File: src/shared/ift_pkg.sv
// Package for the I2C threshold and read-to-clear block.
// Assumes a 32-deep receive and transmit FIFO and a 16-bit register bus.
package ift_pkg;
    localparam int          DATA_W       = 16;
    localparam int          ADDR_W       = 32;
    localparam int          LVL_W        = 6;
    localparam int          TL_W         = 5;
    localparam logic [5:0]  FIFO_DEPTH   = 6'h20;
    localparam logic [4:0]  TL_MAX       = 5'h1f;
    localparam logic [4:0]  TL_RESET     = 5'h00;
    // Register byte addresses
    localparam logic [31:0] ADDR_RX_THR  = 32'h50001438;
    localparam logic [31:0] ADDR_TX_THR  = 32'h5000143c;
    localparam logic [31:0] ADDR_CLR_ALL = 32'h50001440;
    localparam logic [31:0] ADDR_CLR_RXU = 32'h50001444;
    localparam logic [31:0] ADDR_CLR_RXO = 32'h50001448;
    localparam logic [31:0] ADDR_CLR_TXO = 32'h5000144c;
    localparam logic [31:0] ADDR_CLR_RRQ = 32'h50001450;
    // Raw status bit positions
    localparam int          BIT_RX_UNDER = 0;
    localparam int          BIT_RX_OVER  = 1;
    localparam int          BIT_RX_FULL  = 2;
    localparam int          BIT_TX_OVER  = 3;
    localparam int          BIT_TX_EMPTY = 4;
    localparam int          BIT_RD_REQ   = 5;
    localparam int          ABRT_KEEP    = 9;
endpackage

File: src/ift_ctrl.sv
// I2C controller slice: FIFO thresholds, level flags, read-to-clear flags.
// Assumes a simple synchronous register port and FIFO levels from the
// surrounding controller, all on mclk.
//
// Overview of operation
// - Receive threshold, five bits, read/write, resets zero
// - Receive value N triggers at N+1 entries
// - Oversized threshold write stores 31, one below the depth
// - Transmit threshold, five bits, read/write, resets zero
// - Transmit value maps directly to entries
// - Combined clear read drops all software flags
// - Combined clear leaves level flags alone
// - Abort-source clear honours the bit 9 exception
// - Underflow clear read drops bit 0
// - Receive-overflow clear read drops bit 1
// - Transmit-overflow clear read drops bit 3
// - Read-request clear read drops bit 5
// - Receive-level flag follows level above threshold
// - Transmit-level flag follows level at/below threshold
// - Hold clock low until read serviced
`timescale 1ns/1ps
module ift_ctrl (
    // Clock and reset
    input  wire logic                         mclk,
    input  wire logic                         sys_rst,
    // Register port
    input  wire logic [ift_pkg::ADDR_W-1:0]   reg_addr,
    input  wire logic                         reg_rd,
    input  wire logic                         reg_wr,
    input  wire logic [ift_pkg::DATA_W-1:0]   reg_wdata,
    output logic      [ift_pkg::DATA_W-1:0]   reg_rdata,
    // FIFO levels and raw events from the controller
    input  wire logic [ift_pkg::LVL_W-1:0]    rx_level,
    input  wire logic [ift_pkg::LVL_W-1:0]    tx_level,
    input  wire logic                         rx_under_evt,
    input  wire logic                         rx_over_evt,
    input  wire logic                         tx_over_evt,
    input  wire logic                         rd_req_evt,
    input  wire logic                         tx_data_written,
    input  wire logic                         abrt_keep,
    // Raw flags and side effects
    output logic      [5:0]                   raw_interrupt_status,
    output logic                              abort_source_clear,
    output logic                              combined_clear_pulse,
    output logic                              scl_hold
);

    // Threshold fields
    logic [4:0]  rx_thr_q;
    logic [4:0]  tx_thr_q;
    logic [4:0]  wdata_clamped;

    // Software-cleared flags
    logic        rx_under_q;
    logic        rx_over_q;
    logic        tx_over_q;
    logic        rd_req_q;

    // Hardware-cleared level flags
    logic        rx_full_q;
    logic        tx_empty_q;
    logic [5:0]  rx_trigger;
    logic [5:0]  tx_trigger;
    logic        rx_at_level;
    logic        tx_at_level;

    // Decoded register accesses
    logic        rd_all;
    logic        rd_rxu;
    logic        rd_rxo;
    logic        rd_txo;
    logic        rd_rrq;
    logic        rd_rx;
    logic        rd_tx;
    logic        wr_rx;
    logic        wr_tx;

    // Clear conditions per flag
    logic        clr_rxu;
    logic        clr_rxo;
    logic        clr_txo;
    logic        clr_rrq;

    // Next values
    logic [15:0] rdata_d;
    logic [5:0]  raw_d;
    logic        hold_d;
    logic        abort_d;

    // Clamp a written threshold to TL_MAX, one below the buffer depth
    function automatic logic [4:0] clamp_tl(input logic [15:0] v);
        if (v > 16'(ift_pkg::TL_MAX)) begin
            clamp_tl = ift_pkg::TL_MAX;
        end else begin
            clamp_tl = v[4:0];
        end
    endfunction

    // One strobe meeting one register address
    function automatic logic hit(input logic strobe, input logic [31:0] addr, input logic [31:0] target);
        hit = strobe && (addr == target);
    endfunction

    // Event sets, clear read drops, a new event wins a tie
    function automatic logic next_flag(input logic cur, input logic set, input logic clr);
        if (set) begin
            next_flag = 1'b1;
        end else if (clr) begin
            next_flag = 1'b0;
        end else begin
            next_flag = cur;
        end
    endfunction

    // Only reads clear; writes reach the thresholds alone
    assign rd_all = hit(reg_rd, reg_addr, ift_pkg::ADDR_CLR_ALL);
    assign rd_rxu = hit(reg_rd, reg_addr, ift_pkg::ADDR_CLR_RXU);
    assign rd_rxo = hit(reg_rd, reg_addr, ift_pkg::ADDR_CLR_RXO);
    assign rd_txo = hit(reg_rd, reg_addr, ift_pkg::ADDR_CLR_TXO);
    assign rd_rrq = hit(reg_rd, reg_addr, ift_pkg::ADDR_CLR_RRQ);
    assign rd_rx  = hit(reg_rd, reg_addr, ift_pkg::ADDR_RX_THR);
    assign rd_tx  = hit(reg_rd, reg_addr, ift_pkg::ADDR_TX_THR);
    assign wr_rx  = hit(reg_wr, reg_addr, ift_pkg::ADDR_RX_THR);
    assign wr_tx  = hit(reg_wr, reg_addr, ift_pkg::ADDR_TX_THR);

    // The combined read drops every software flag
    assign clr_rxu = rd_rxu || rd_all;
    assign clr_rxo = rd_rxo || rd_all;
    assign clr_txo = rd_txo || rd_all;
    assign clr_rrq = rd_rrq || rd_all;

    assign wdata_clamped = clamp_tl(reg_wdata);
    assign rx_trigger    = {1'b0, rx_thr_q} + 6'h01;
    assign tx_trigger    = {1'b0, tx_thr_q};
    assign rx_at_level   = rx_level >= rx_trigger;
    assign tx_at_level   = tx_level <= tx_trigger;

    // Receive threshold
    always_ff @(posedge mclk or posedge sys_rst) begin
        if (sys_rst) begin
            rx_thr_q <= ift_pkg::TL_RESET;
        end else if (wr_rx) begin
            rx_thr_q <= wdata_clamped;
        end
    end

    // Transmit threshold
    always_ff @(posedge mclk or posedge sys_rst) begin
        if (sys_rst) begin
            tx_thr_q <= ift_pkg::TL_RESET;
        end else if (wr_tx) begin
            tx_thr_q <= wdata_clamped;
        end
    end

    // Read mux; single clear registers read back their flag, the combined one any raw flag
    always_comb begin
        rdata_d = 16'h0000;
        if (rd_rx) begin
            rdata_d = {11'h000, rx_thr_q};
        end else if (rd_tx) begin
            rdata_d = {11'h000, tx_thr_q};
        end else if (rd_all) begin
            rdata_d = {15'h0000, |raw_interrupt_status};
        end else if (rd_rxu) begin
            rdata_d = {15'h0000, rx_under_q};
        end else if (rd_rxo) begin
            rdata_d = {15'h0000, rx_over_q};
        end else if (rd_txo) begin
            rdata_d = {15'h0000, tx_over_q};
        end else if (rd_rrq) begin
            rdata_d = {15'h0000, rd_req_q};
        end
    end

    // Read data holds until the next read
    always_ff @(posedge mclk or posedge sys_rst) begin
        if (sys_rst) begin
            reg_rdata <= 16'h0000;
        end else if (reg_rd) begin
            reg_rdata <= rdata_d;
        end
    end

    // Receive underflow flag
    always_ff @(posedge mclk or posedge sys_rst) begin
        if (sys_rst) begin
            rx_under_q <= 1'b0;
        end else begin
            rx_under_q <= next_flag(rx_under_q, rx_under_evt, clr_rxu);
        end
    end

    // Receive overflow flag
    always_ff @(posedge mclk or posedge sys_rst) begin
        if (sys_rst) begin
            rx_over_q <= 1'b0;
        end else begin
            rx_over_q <= next_flag(rx_over_q, rx_over_evt, clr_rxo);
        end
    end

    // Transmit overflow flag
    always_ff @(posedge mclk or posedge sys_rst) begin
        if (sys_rst) begin
            tx_over_q <= 1'b0;
        end else begin
            tx_over_q <= next_flag(tx_over_q, tx_over_evt, clr_txo);
        end
    end

    // Read request flag
    always_ff @(posedge mclk or posedge sys_rst) begin
        if (sys_rst) begin
            rd_req_q <= 1'b0;
        end else begin
            rd_req_q <= next_flag(rd_req_q, rd_req_evt, clr_rrq);
        end
    end

    // Receive level flag follows the FIFO, never a clear read
    always_ff @(posedge mclk or posedge sys_rst) begin
        if (sys_rst) begin
            rx_full_q <= 1'b0;
        end else begin
            rx_full_q <= rx_at_level;
        end
    end

    // Transmit level flag follows the FIFO, never a clear read
    always_ff @(posedge mclk or posedge sys_rst) begin
        if (sys_rst) begin
            tx_empty_q <= 1'b0;
        end else begin
            tx_empty_q <= tx_at_level;
        end
    end

    // Abort-source clear, suppressed while the keep bit holds
    assign abort_d = rd_all && !abrt_keep;

    always_ff @(posedge mclk or posedge sys_rst) begin
        if (sys_rst) begin
            abort_source_clear <= 1'b0;
        end else begin
            abort_source_clear <= abort_d;
        end
    end

    // Combined clear pulse
    always_ff @(posedge mclk or posedge sys_rst) begin
        if (sys_rst) begin
            combined_clear_pulse <= 1'b0;
        end else begin
            combined_clear_pulse <= rd_all;
        end
    end

    // Clock stretch: a read request holds, reply data frees
    always_comb begin
        hold_d = scl_hold;
        if (rd_req_evt) begin
            hold_d = 1'b1;
        end else if (tx_data_written) begin
            hold_d = 1'b0;
        end
    end

    always_ff @(posedge mclk or posedge sys_rst) begin
        if (sys_rst) begin
            scl_hold <= 1'b0;
        end else begin
            scl_hold <= hold_d;
        end
    end

    // Raw status assembled at the documented bit positions
    always_comb begin
        raw_d                        = 6'h00;
        raw_d[ift_pkg::BIT_RX_UNDER] = rx_under_q;
        raw_d[ift_pkg::BIT_RX_OVER]  = rx_over_q;
        raw_d[ift_pkg::BIT_RX_FULL]  = rx_full_q;
        raw_d[ift_pkg::BIT_TX_OVER]  = tx_over_q;
        raw_d[ift_pkg::BIT_TX_EMPTY] = tx_empty_q;
        raw_d[ift_pkg::BIT_RD_REQ]   = rd_req_q;
    end

    always_ff @(posedge mclk or posedge sys_rst) begin
        if (sys_rst) begin
            raw_interrupt_status <= 6'h00;
        end else begin
            raw_interrupt_status <= raw_d;
        end
    end

endmodule

File: config.mk
export PLATFORM = sky130hd
export DESIGN_NAME = ift_ctrl
export DESIGN_NICKNAME = d
export VERILOG_FILES = /design/src/shared/ift_pkg.sv /design/src/ift_ctrl.sv
export SDC_FILE = /design/constraint.sdc
export NUM_CORES = 1
export LEC_CHECK = 0
export BUFFER_PORTS_ARGS = -buffer_cell sky130_fd_sc_hd__buf_2
export CORE_AREA = 5 5 69 71
export DETAILED_ROUTE_END_ITERATION = 16
export DIE_AREA = 0 0 74 76
export HOLD_SLACK_MARGIN = 0.08
export PLACE_DENSITY = 0.76
export SYNTH_ARGS = -nofsm -noshare
export SYNTH_HDL_FRONTEND = slang
export SYNTH_SLANG_ARGS = --single-unit
File: constraint.sdc
create_clock -name mclk -period 2.5 [get_ports mclk]
set_clock_uncertainty 0.2 [all_clocks]
set_input_delay 0.25 -clock mclk [delete_from_list [all_inputs] [get_ports mclk]]
set_output_delay 0.25 -clock mclk [all_outputs]
set_load 0.005 [all_outputs]
==> run summary, run 1 <==
Initial DRC Count -> 74
Max incr delay on CP -> 0.57 ns
Design Area, Final -> 2390 um^2
Fin. Hold Viols -> 0
HPWL after DPL -> 3.42 mm
Placer Congestion -> 0.818
Status -> completed
Worst skew pair latency -> 0.28 ns
RSZ-0062 raised after global routing -> false
Critical path's slowest cell -> dlygate4sd3_1
Final antenna diode count -> 0
Drt wl/cell -> 13.2 um
Starting Density -> 42.3%
Hold Path Class -> in2reg
Site Rows -> 24
Fin util -> 57.2%
Crit Path Max Fanout -> 3
Setup CP Type -> reg2reg
Layout cells sized above 1 -> 40.8%
Post_cts resized -> 0
Largest family of logic cells by synthesized area -> simple AND/OR/NAND/NOR gates
Pwr dens -> 410 nW/um^2
Initial antenna violation count -> 0
Total core area -> 4170 um^2
Cell Count Post-Placement -> 300
Synth Area in Adders -> 8.50%
WP data required -> 2.52 ns
FF+latch area -> 751 um^2
Root Driver -> clkbuf_8
Drc violations -> 0
Setup TNS -> 0 ns
Largest net degree at the start of global routing -> 31
Clock Pin Slew Worst Setup and Hold Paths -> 0.06 ns
Global Route met1 Usage -> 18.5%
Leakage -> 1.21 nW
HP Start -> reg_wdata[3]
Setup violations, final -> 0
Area grow syn2layout -> 35.1%
Total grt overflow -> 0
Highest Clock Rate -> 0.441 GHz
Multiplexer share of the synthesized area -> 10.3%
Die width -> 74 um
CP startpoint kind -> flop
Drt first pass iters -> 4
Synth warnings -> 0
Period minus WS final -> 2.27 ns
Fin nets -> 349
Busiest layer in global routing -> met2
Post-synthesis register bit count -> 30
Clock sink total -> 30
PortBufs -> 83
Num CTS Buffers -> 5
Synth unique cells -> 42
Worst r2r src -> tx_thr_q[1]
Grt met2 use -> 25.4%
Simple-gate share of the synthesized area -> 18.0%
GR met3 Demand/Resource -> 4.88%
Post-Synth XOR/XNOR Area -> 1.98%
Worst-path cell chain -> inv_1, ha_1, nor2b_1, o21a_1, o21ai_0, a21oi_1, a211oi_1, dlygate4sd3_1
Die height -> 76 um
Final period utilization -> 90.8%
Syn_area_per_cell -> 10.5 um^2
CTS H-tree depth -> 2
Final cell count without fillers -> 319
CTS tree -> done
Area of the mapped netlist -> 1770 um^2
Vias per cell -> 4.80
Total global-route track usage -> 15.4%
CTS max path bufs -> 2
Io pins -> 95
First-pass GRT wire length -> 6.74 mm
Post-Route WL -> 4.20 mm
Setup crit end kind -> flop
Area occupied by multi-input gates -> 875 um^2
Filler cell count -> 382
Max-cap violations -> 0
Critical path origin -> tx_thr_q[1]
WP data arrival -> 2.29 ns
Die area -> 5620 um^2
Vias in the first global route -> 1527
Routed Antenna Nets -> 0
Mapped Cells -> 169
Via count -> 1532
Max VDD drop -> 165 uV
Seq/Total Area, Yosys -> 42.5%
Max Slew Vio Count -> 0
Synth Area in Compound Gates -> 8.43%
Dpl cell area -> 2190 um^2
-- synth_stat cells, drive strengths merged --
master   count  share of area (%)
dfrtp       30                 42
inv         18                3.8
buf         15                6.1
ha          12                8.5
mux2        10                7.4
nor4         7                2.8
nand2b       6                2.1
o21ai        6                1.7
or2          6                2.1
mux2i        5                2.8
nand3        5                1.4
o22ai        5                1.8
nand2        4               0.85
nor2         4               0.85
nor3         4                1.1
a21o         3                1.3
a21oi        3               0.85
nand4        3                1.1
and3         2               0.71
and4b        2                1.1
nor4b        2                1.3
nor4bb       2                1.1
xnor2        2               0.99
xor2         2               0.99
a211o        1               0.50
a211oi       1               0.43
a2bb2oi      1               0.50
a32oi        1               0.50
and4         1               0.50
clkbuf       1               0.21
conb         1               0.21
nor2b        1               0.35
nor3b        1               0.43
o21a         1               0.43
o41ai        1               0.50
-- worst max-delay path: cells and delay by family, from the launching register on --
kind	cells	cell delay, ns
flops	1	0.39
simple gates	1	0.13
compound gates	4	0.58
buf+inv	2	0.63
fa+ha+maj	1	0.28
-- kinds of logic after synthesis --
group / Yosys count
mux: 15
other cells: 1
fa+ha+maj: 12
simple gates: 50
xor+xnor: 4
compound gates: 23
flops: 30
buf+inv: 34
-- flip-flops by register name, indices dropped and copies added, names as in the netlist, 5 cells and up --
register and count:
reg_rdata 5, raw_interrupt_status 6, rx_thr_q 5, tx_thr_q 5
-- cell usage in the layout (no fill, tap or decap), types with 5 or more instances in the layout --
cell / n
conb_1: 11
clkbuf_8: 5
mux2_2: 5
dlygate4sd3_1: 12
nand3_1: 5
buf_2: 83
nand2b_1: 6
ha_1: 12
o22ai_1: 5
or2_2: 5
mux2i_1: 5
nor4_1: 6
mux2_4: 5
o21ai_0: 6
inv_1: 18
dfrtp_1: 30
-- final cells by class --
| cell class | count | share of cell area (%) |
|---|---|---|
| clock buffers | 5 | 2.88 |
| clock inverters | 2 | 0.419 |
| inverters | 18 | 2.83 |
| multi-input cells | 115 | 36.6 |
| flip-flops and latches | 30 | 31.4 |
| well taps | 52 | 2.73 |
| repair buffers | 97 | 23.1 |
-- stage by stage --
step	setup WS [ns]	hold WS (ns)	power, mW
6_report	0.230	0.106	0.978
5_1_grt	0.0599	0.0986	1.04
4_1_cts	0.221	0.101	0.988
3_5_place_dp	0.371	0.134	0.621
3_3_place_gp	0.430	0.131	0.618
2_1_floorplan	0.665	0.117	0.565
-- layer usage --
layer	vias to the layer above	routed length [um]
li1	768	-
met1	718	1690
met2	39	2200
met3	7	249
met4	0	55
met5	-	0
-- path summary, 6_finish.rpt --
check | end | slack, ns | cells past startpoint
setup / recovery | tx_empty_q | 0.23 | 8
hold / removal | rx_thr_q[3] | 0.11 | 3
setup reg to reg | tx_empty_q | 0.23 | 8
hold reg to reg | raw_interrupt_status[2] | 0.14 | 0
max in group asynchronous | scl_hold | 1.43 | 4
min in group asynchronous | abort_source_clear | 0.38 | 4
-- timing repair --
item,in CTS,in global routing
hold endpoints to repair,43,0
buffers inserted,0,0
hold buffers,12,0
setup endpoints to repair,0,0
-- where the power goes --
group	total [mW]	internal (mW)	switching, mW	leakage, nW
Sequential	0.493	0.491	0.00206	0.366
Combinational	0.132	0.0747	0.0576	0.799
Clock	0.353	0.186	0.167	0.0438
Total	0.978	0.752	0.227	1.21
No activity file was read; power rests on OpenSTA's default activity.
==> inputs of run 2 (changes only) <==
--- a/config.mk
+++ b/config.mk
@@ -6,11 +6,11 @@
 export NUM_CORES = 1
 export LEC_CHECK = 0
 export BUFFER_PORTS_ARGS = -buffer_cell sky130_fd_sc_hd__buf_2
-export CORE_AREA = 5 5 69 71
+export CORE_AREA = 5 5 73 75
 export DETAILED_ROUTE_END_ITERATION = 16
-export DIE_AREA = 0 0 74 76
+export DIE_AREA = 0 0 78 80
 export HOLD_SLACK_MARGIN = 0.08
-export PLACE_DENSITY = 0.76
+export PLACE_DENSITY = 0.68
 export SYNTH_ARGS = -nofsm -noshare
 export SYNTH_HDL_FRONTEND = slang
 export SYNTH_SLANG_ARGS = --single-unit
==> run 2 against run 1 <==
- worst setup slack lost 0.020 ns
- fmax shrank 0.85%
- die area grew 11%
- critical path type unchanged
- power grew 4.6%
- register-to-register slack lost 0.02 ns
- wire length shrank 1.7%
==> run summary, run 2 (synthesized netlist as in run 1, its figures left out) <==
Status -> completed (unchanged)
P_int -> 787 uW (was 752 uW)
Critical path's slowest cell -> dlygate4sd3_1 (unchanged)
Total grt overflow -> 0 (unchanged)
Setup violations, final -> 0 (unchanged)
Highest Clock Rate -> 0.437 GHz (was 0.441 GHz)
Die height -> 80 um (was 76 um)
Setup CP Type -> reg2reg (unchanged)
PortBufs -> 83 (unchanged)
Num CTS Buffers -> 5 (unchanged)
RSZ-0062 raised after global routing -> false (unchanged)
Switching pwr -> 237 uW (was 227 uW)
Tot Pwr -> 1.02 mW (was 978 uW)
HPWL after DPL -> 3.31 mm (was 3.42 mm)
Placer Congestion -> 0.821 (was 0.818)
WP data arrival -> 2.31 ns (was 2.29 ns)
Max Slew Vio Count -> 0 (unchanged)
Total global-route track usage -> 13.1% (was 15.4%)
Drt first pass iters -> 2 (was 4)
Max incr delay on CP -> 0.57 ns (about the same)
Area grow syn2layout -> 35.6% (was 35.1%)
Cell Count Post-Placement -> 301 (was 300)
Worst-path cell chain -> inv_1, ha_1, nor2b_1, o21a_1, o21ai_0, a21oi_1, a211oi_1, dlygate4sd3_1 (unchanged)
Via count -> 1502 (was 1532)
Fin util -> 52.1% (was 57.2%)
Total core area -> 4600 um^2 (was 4170 um^2)
Largest delay share family, worst path -> buffers and inverters (unchanged)
Design Area, Final -> 2390 um^2 (about the same)
Placement Setup Slack -> 0.371 ns (about the same)
CTS H-tree depth -> 2 (unchanged)
Io pins -> 95 (unchanged)
Filler cell count -> 423 (was 382)
Die width -> 78 um (was 74 um)
Clock Pin Slew Worst Setup and Hold Paths -> 0.06 ns (about the same)
Max FFs per register -> 6 (unchanged)
Grt met2 use -> 22.1% (was 25.4%)
First-pass GRT wire length -> 6.51 mm (was 6.74 mm)
Final period utilization -> 91.6% (was 90.8%)
Largest net degree at the start of global routing -> 31 (unchanged)
Fin. Hold Viols -> 0 (unchanged)
Routed Antenna Nets -> 0 (unchanged)
Max VDD drop -> 199 uV (was 165 uV)
Busiest layer in global routing -> met2 (unchanged)
Reg power frac -> 48.2% (was 50.4%)
Max-cap violations -> 0 (unchanged)
Worst skew pair latency -> 0.28 ns (about the same)
Vias per cell -> 4.68 (was 4.80)
Dpl cell area -> 2180 um^2 (was 2190 um^2)
Fin nets -> 348 (was 349)
Post-Route WL -> 4.12 mm (was 4.20 mm)
Initial DRC Count -> 36 (was 74)
Worst path buffer plus inverter count -> 2 (unchanged)
Drc violations -> 0 (unchanged)
Die area -> 6240 um^2 (was 5620 um^2)
Root Driver -> clkbuf_8 (unchanged)
Clk pwr share -> 39.1% (was 36.1%)
Setup crit end kind -> flop (unchanged)
Global Route met1 Usage -> 15.5% (was 18.5%)
Logic gate share of total power -> 12.8% (was 13.5%)
Layout cells sized above 1 -> 40.4% (was 40.8%)
Pwr dens -> 427 nW/um^2 (was 410 nW/um^2)
Site Rows -> 25 (was 24)
Most common cell after layout, fill and taps aside -> buf_2 (unchanged)
Post-CTS setup buffers -> 0 (unchanged)
Clock sink total -> 30 (unchanged)
Switching Share -> 23.2% (about the same)
CP startpoint kind -> flop (unchanged)
Final antenna diode count -> 0 (unchanged)
Final WS setup -> 0.211 ns (was 0.230 ns)
GR met3 Demand/Resource -> 4.06% (was 4.88%)
Crit Path Max Fanout -> 3 (unchanged)
Final hold slack -> 0.0984 ns (was 0.106 ns)
Leading cell types in the layout, fill and taps excluded -> buf_2, dfrtp_1, inv_1 (unchanged)
CTS tree -> done (unchanged)
Setup TNS -> 0 ns (unchanged)
Period minus WS final -> 2.29 ns (was 2.27 ns)
Initial antenna violation count -> 0 (unchanged)
Hold Path Class -> in2reg (unchanged)
Largest Register -> raw_interrupt_status (unchanged)
Drt wl/cell -> 12.8 um (was 13.2 um)
WP data required -> 2.52 ns (about the same)
Leakage -> 1.21 nW (about the same)
Final cell count without fillers -> 321 (was 319)
Vias in the first global route -> 1477 (was 1527)
Starting Density -> 38.4% (was 42.3%)
CTS max path bufs -> 2 (unchanged)
[run 2: cell count changes in the layout (fill, tap and decap cells not counted), sizes merged]
cell / previous run / this run
clkbuf: 5 / 7
buf: 85 / 84
clkinv: 2 / 1
[run 2: power by group through the flow]
stage               logic [mW]  registers [mW]  clock network [mW]
global route             0.148           0.494               0.430
floorplan               0.0635           0.502                   0
CTS                      0.131           0.493               0.405
finish                   0.131           0.493               0.400
global placement         0.116           0.502                   0
detailed placement       0.117           0.502                   0
[run 2: path summary, 6_finish.rpt]
kind | start | end | slack (ns) | cells past startpoint
min in group asynchronous | sys_rst | raw_interrupt_status[4] | 0.38 | 4
max in group asynchronous | sys_rst | scl_hold | 1.44 | 4
setup reg to reg | tx_thr_q[1] | tx_empty_q | 0.21 | 8
hold reg to reg | tx_empty_q | raw_interrupt_status[4] | 0.15 | 0
setup / recovery | tx_thr_q[1] | tx_empty_q | 0.21 | 8
hold / removal | reg_wdata[1] | tx_thr_q[1] | 0.1 | 3
[run 2: cell type report]
class                   instances  area (um^2)  area share [%]
clock buffers                   7         86.3            3.61
inverters                      18         67.6            2.82
repair buffers                 96          543            22.7
multi-input cells             115          875            36.5
well taps                      54         67.6            2.82
clock inverters                 1         5.00           0.209
flip-flops and latches         30          751            31.3
[run 2: worst register-to-register path, cell delays in order (launching register included)]
cell,delay [ns]
dfrtp_1,0.40
inv_1,0.06
ha_1,0.28
nor2b_1,0.13
o21a_1,0.15
o21ai_0,0.14
a21oi_1,0.09
a211oi_1,0.20
dlygate4sd3_1,0.57
[run 2: repair_timing]
item,in CTS,in global routing
hold endpoints to repair,43,0
hold buffers,12,0
resized for setup,0,0
[run 2: metal layers]
| layer | share of wire [%] | up-vias |
|---|---|---|
| met2 | 51 | 40 |
| met4 | 1.9 | 0 |
| li1 | - | 772 |
| met3 | 6.3 | 11 |
| met1 | 41 | 679 |
| met5 | 0 | - |
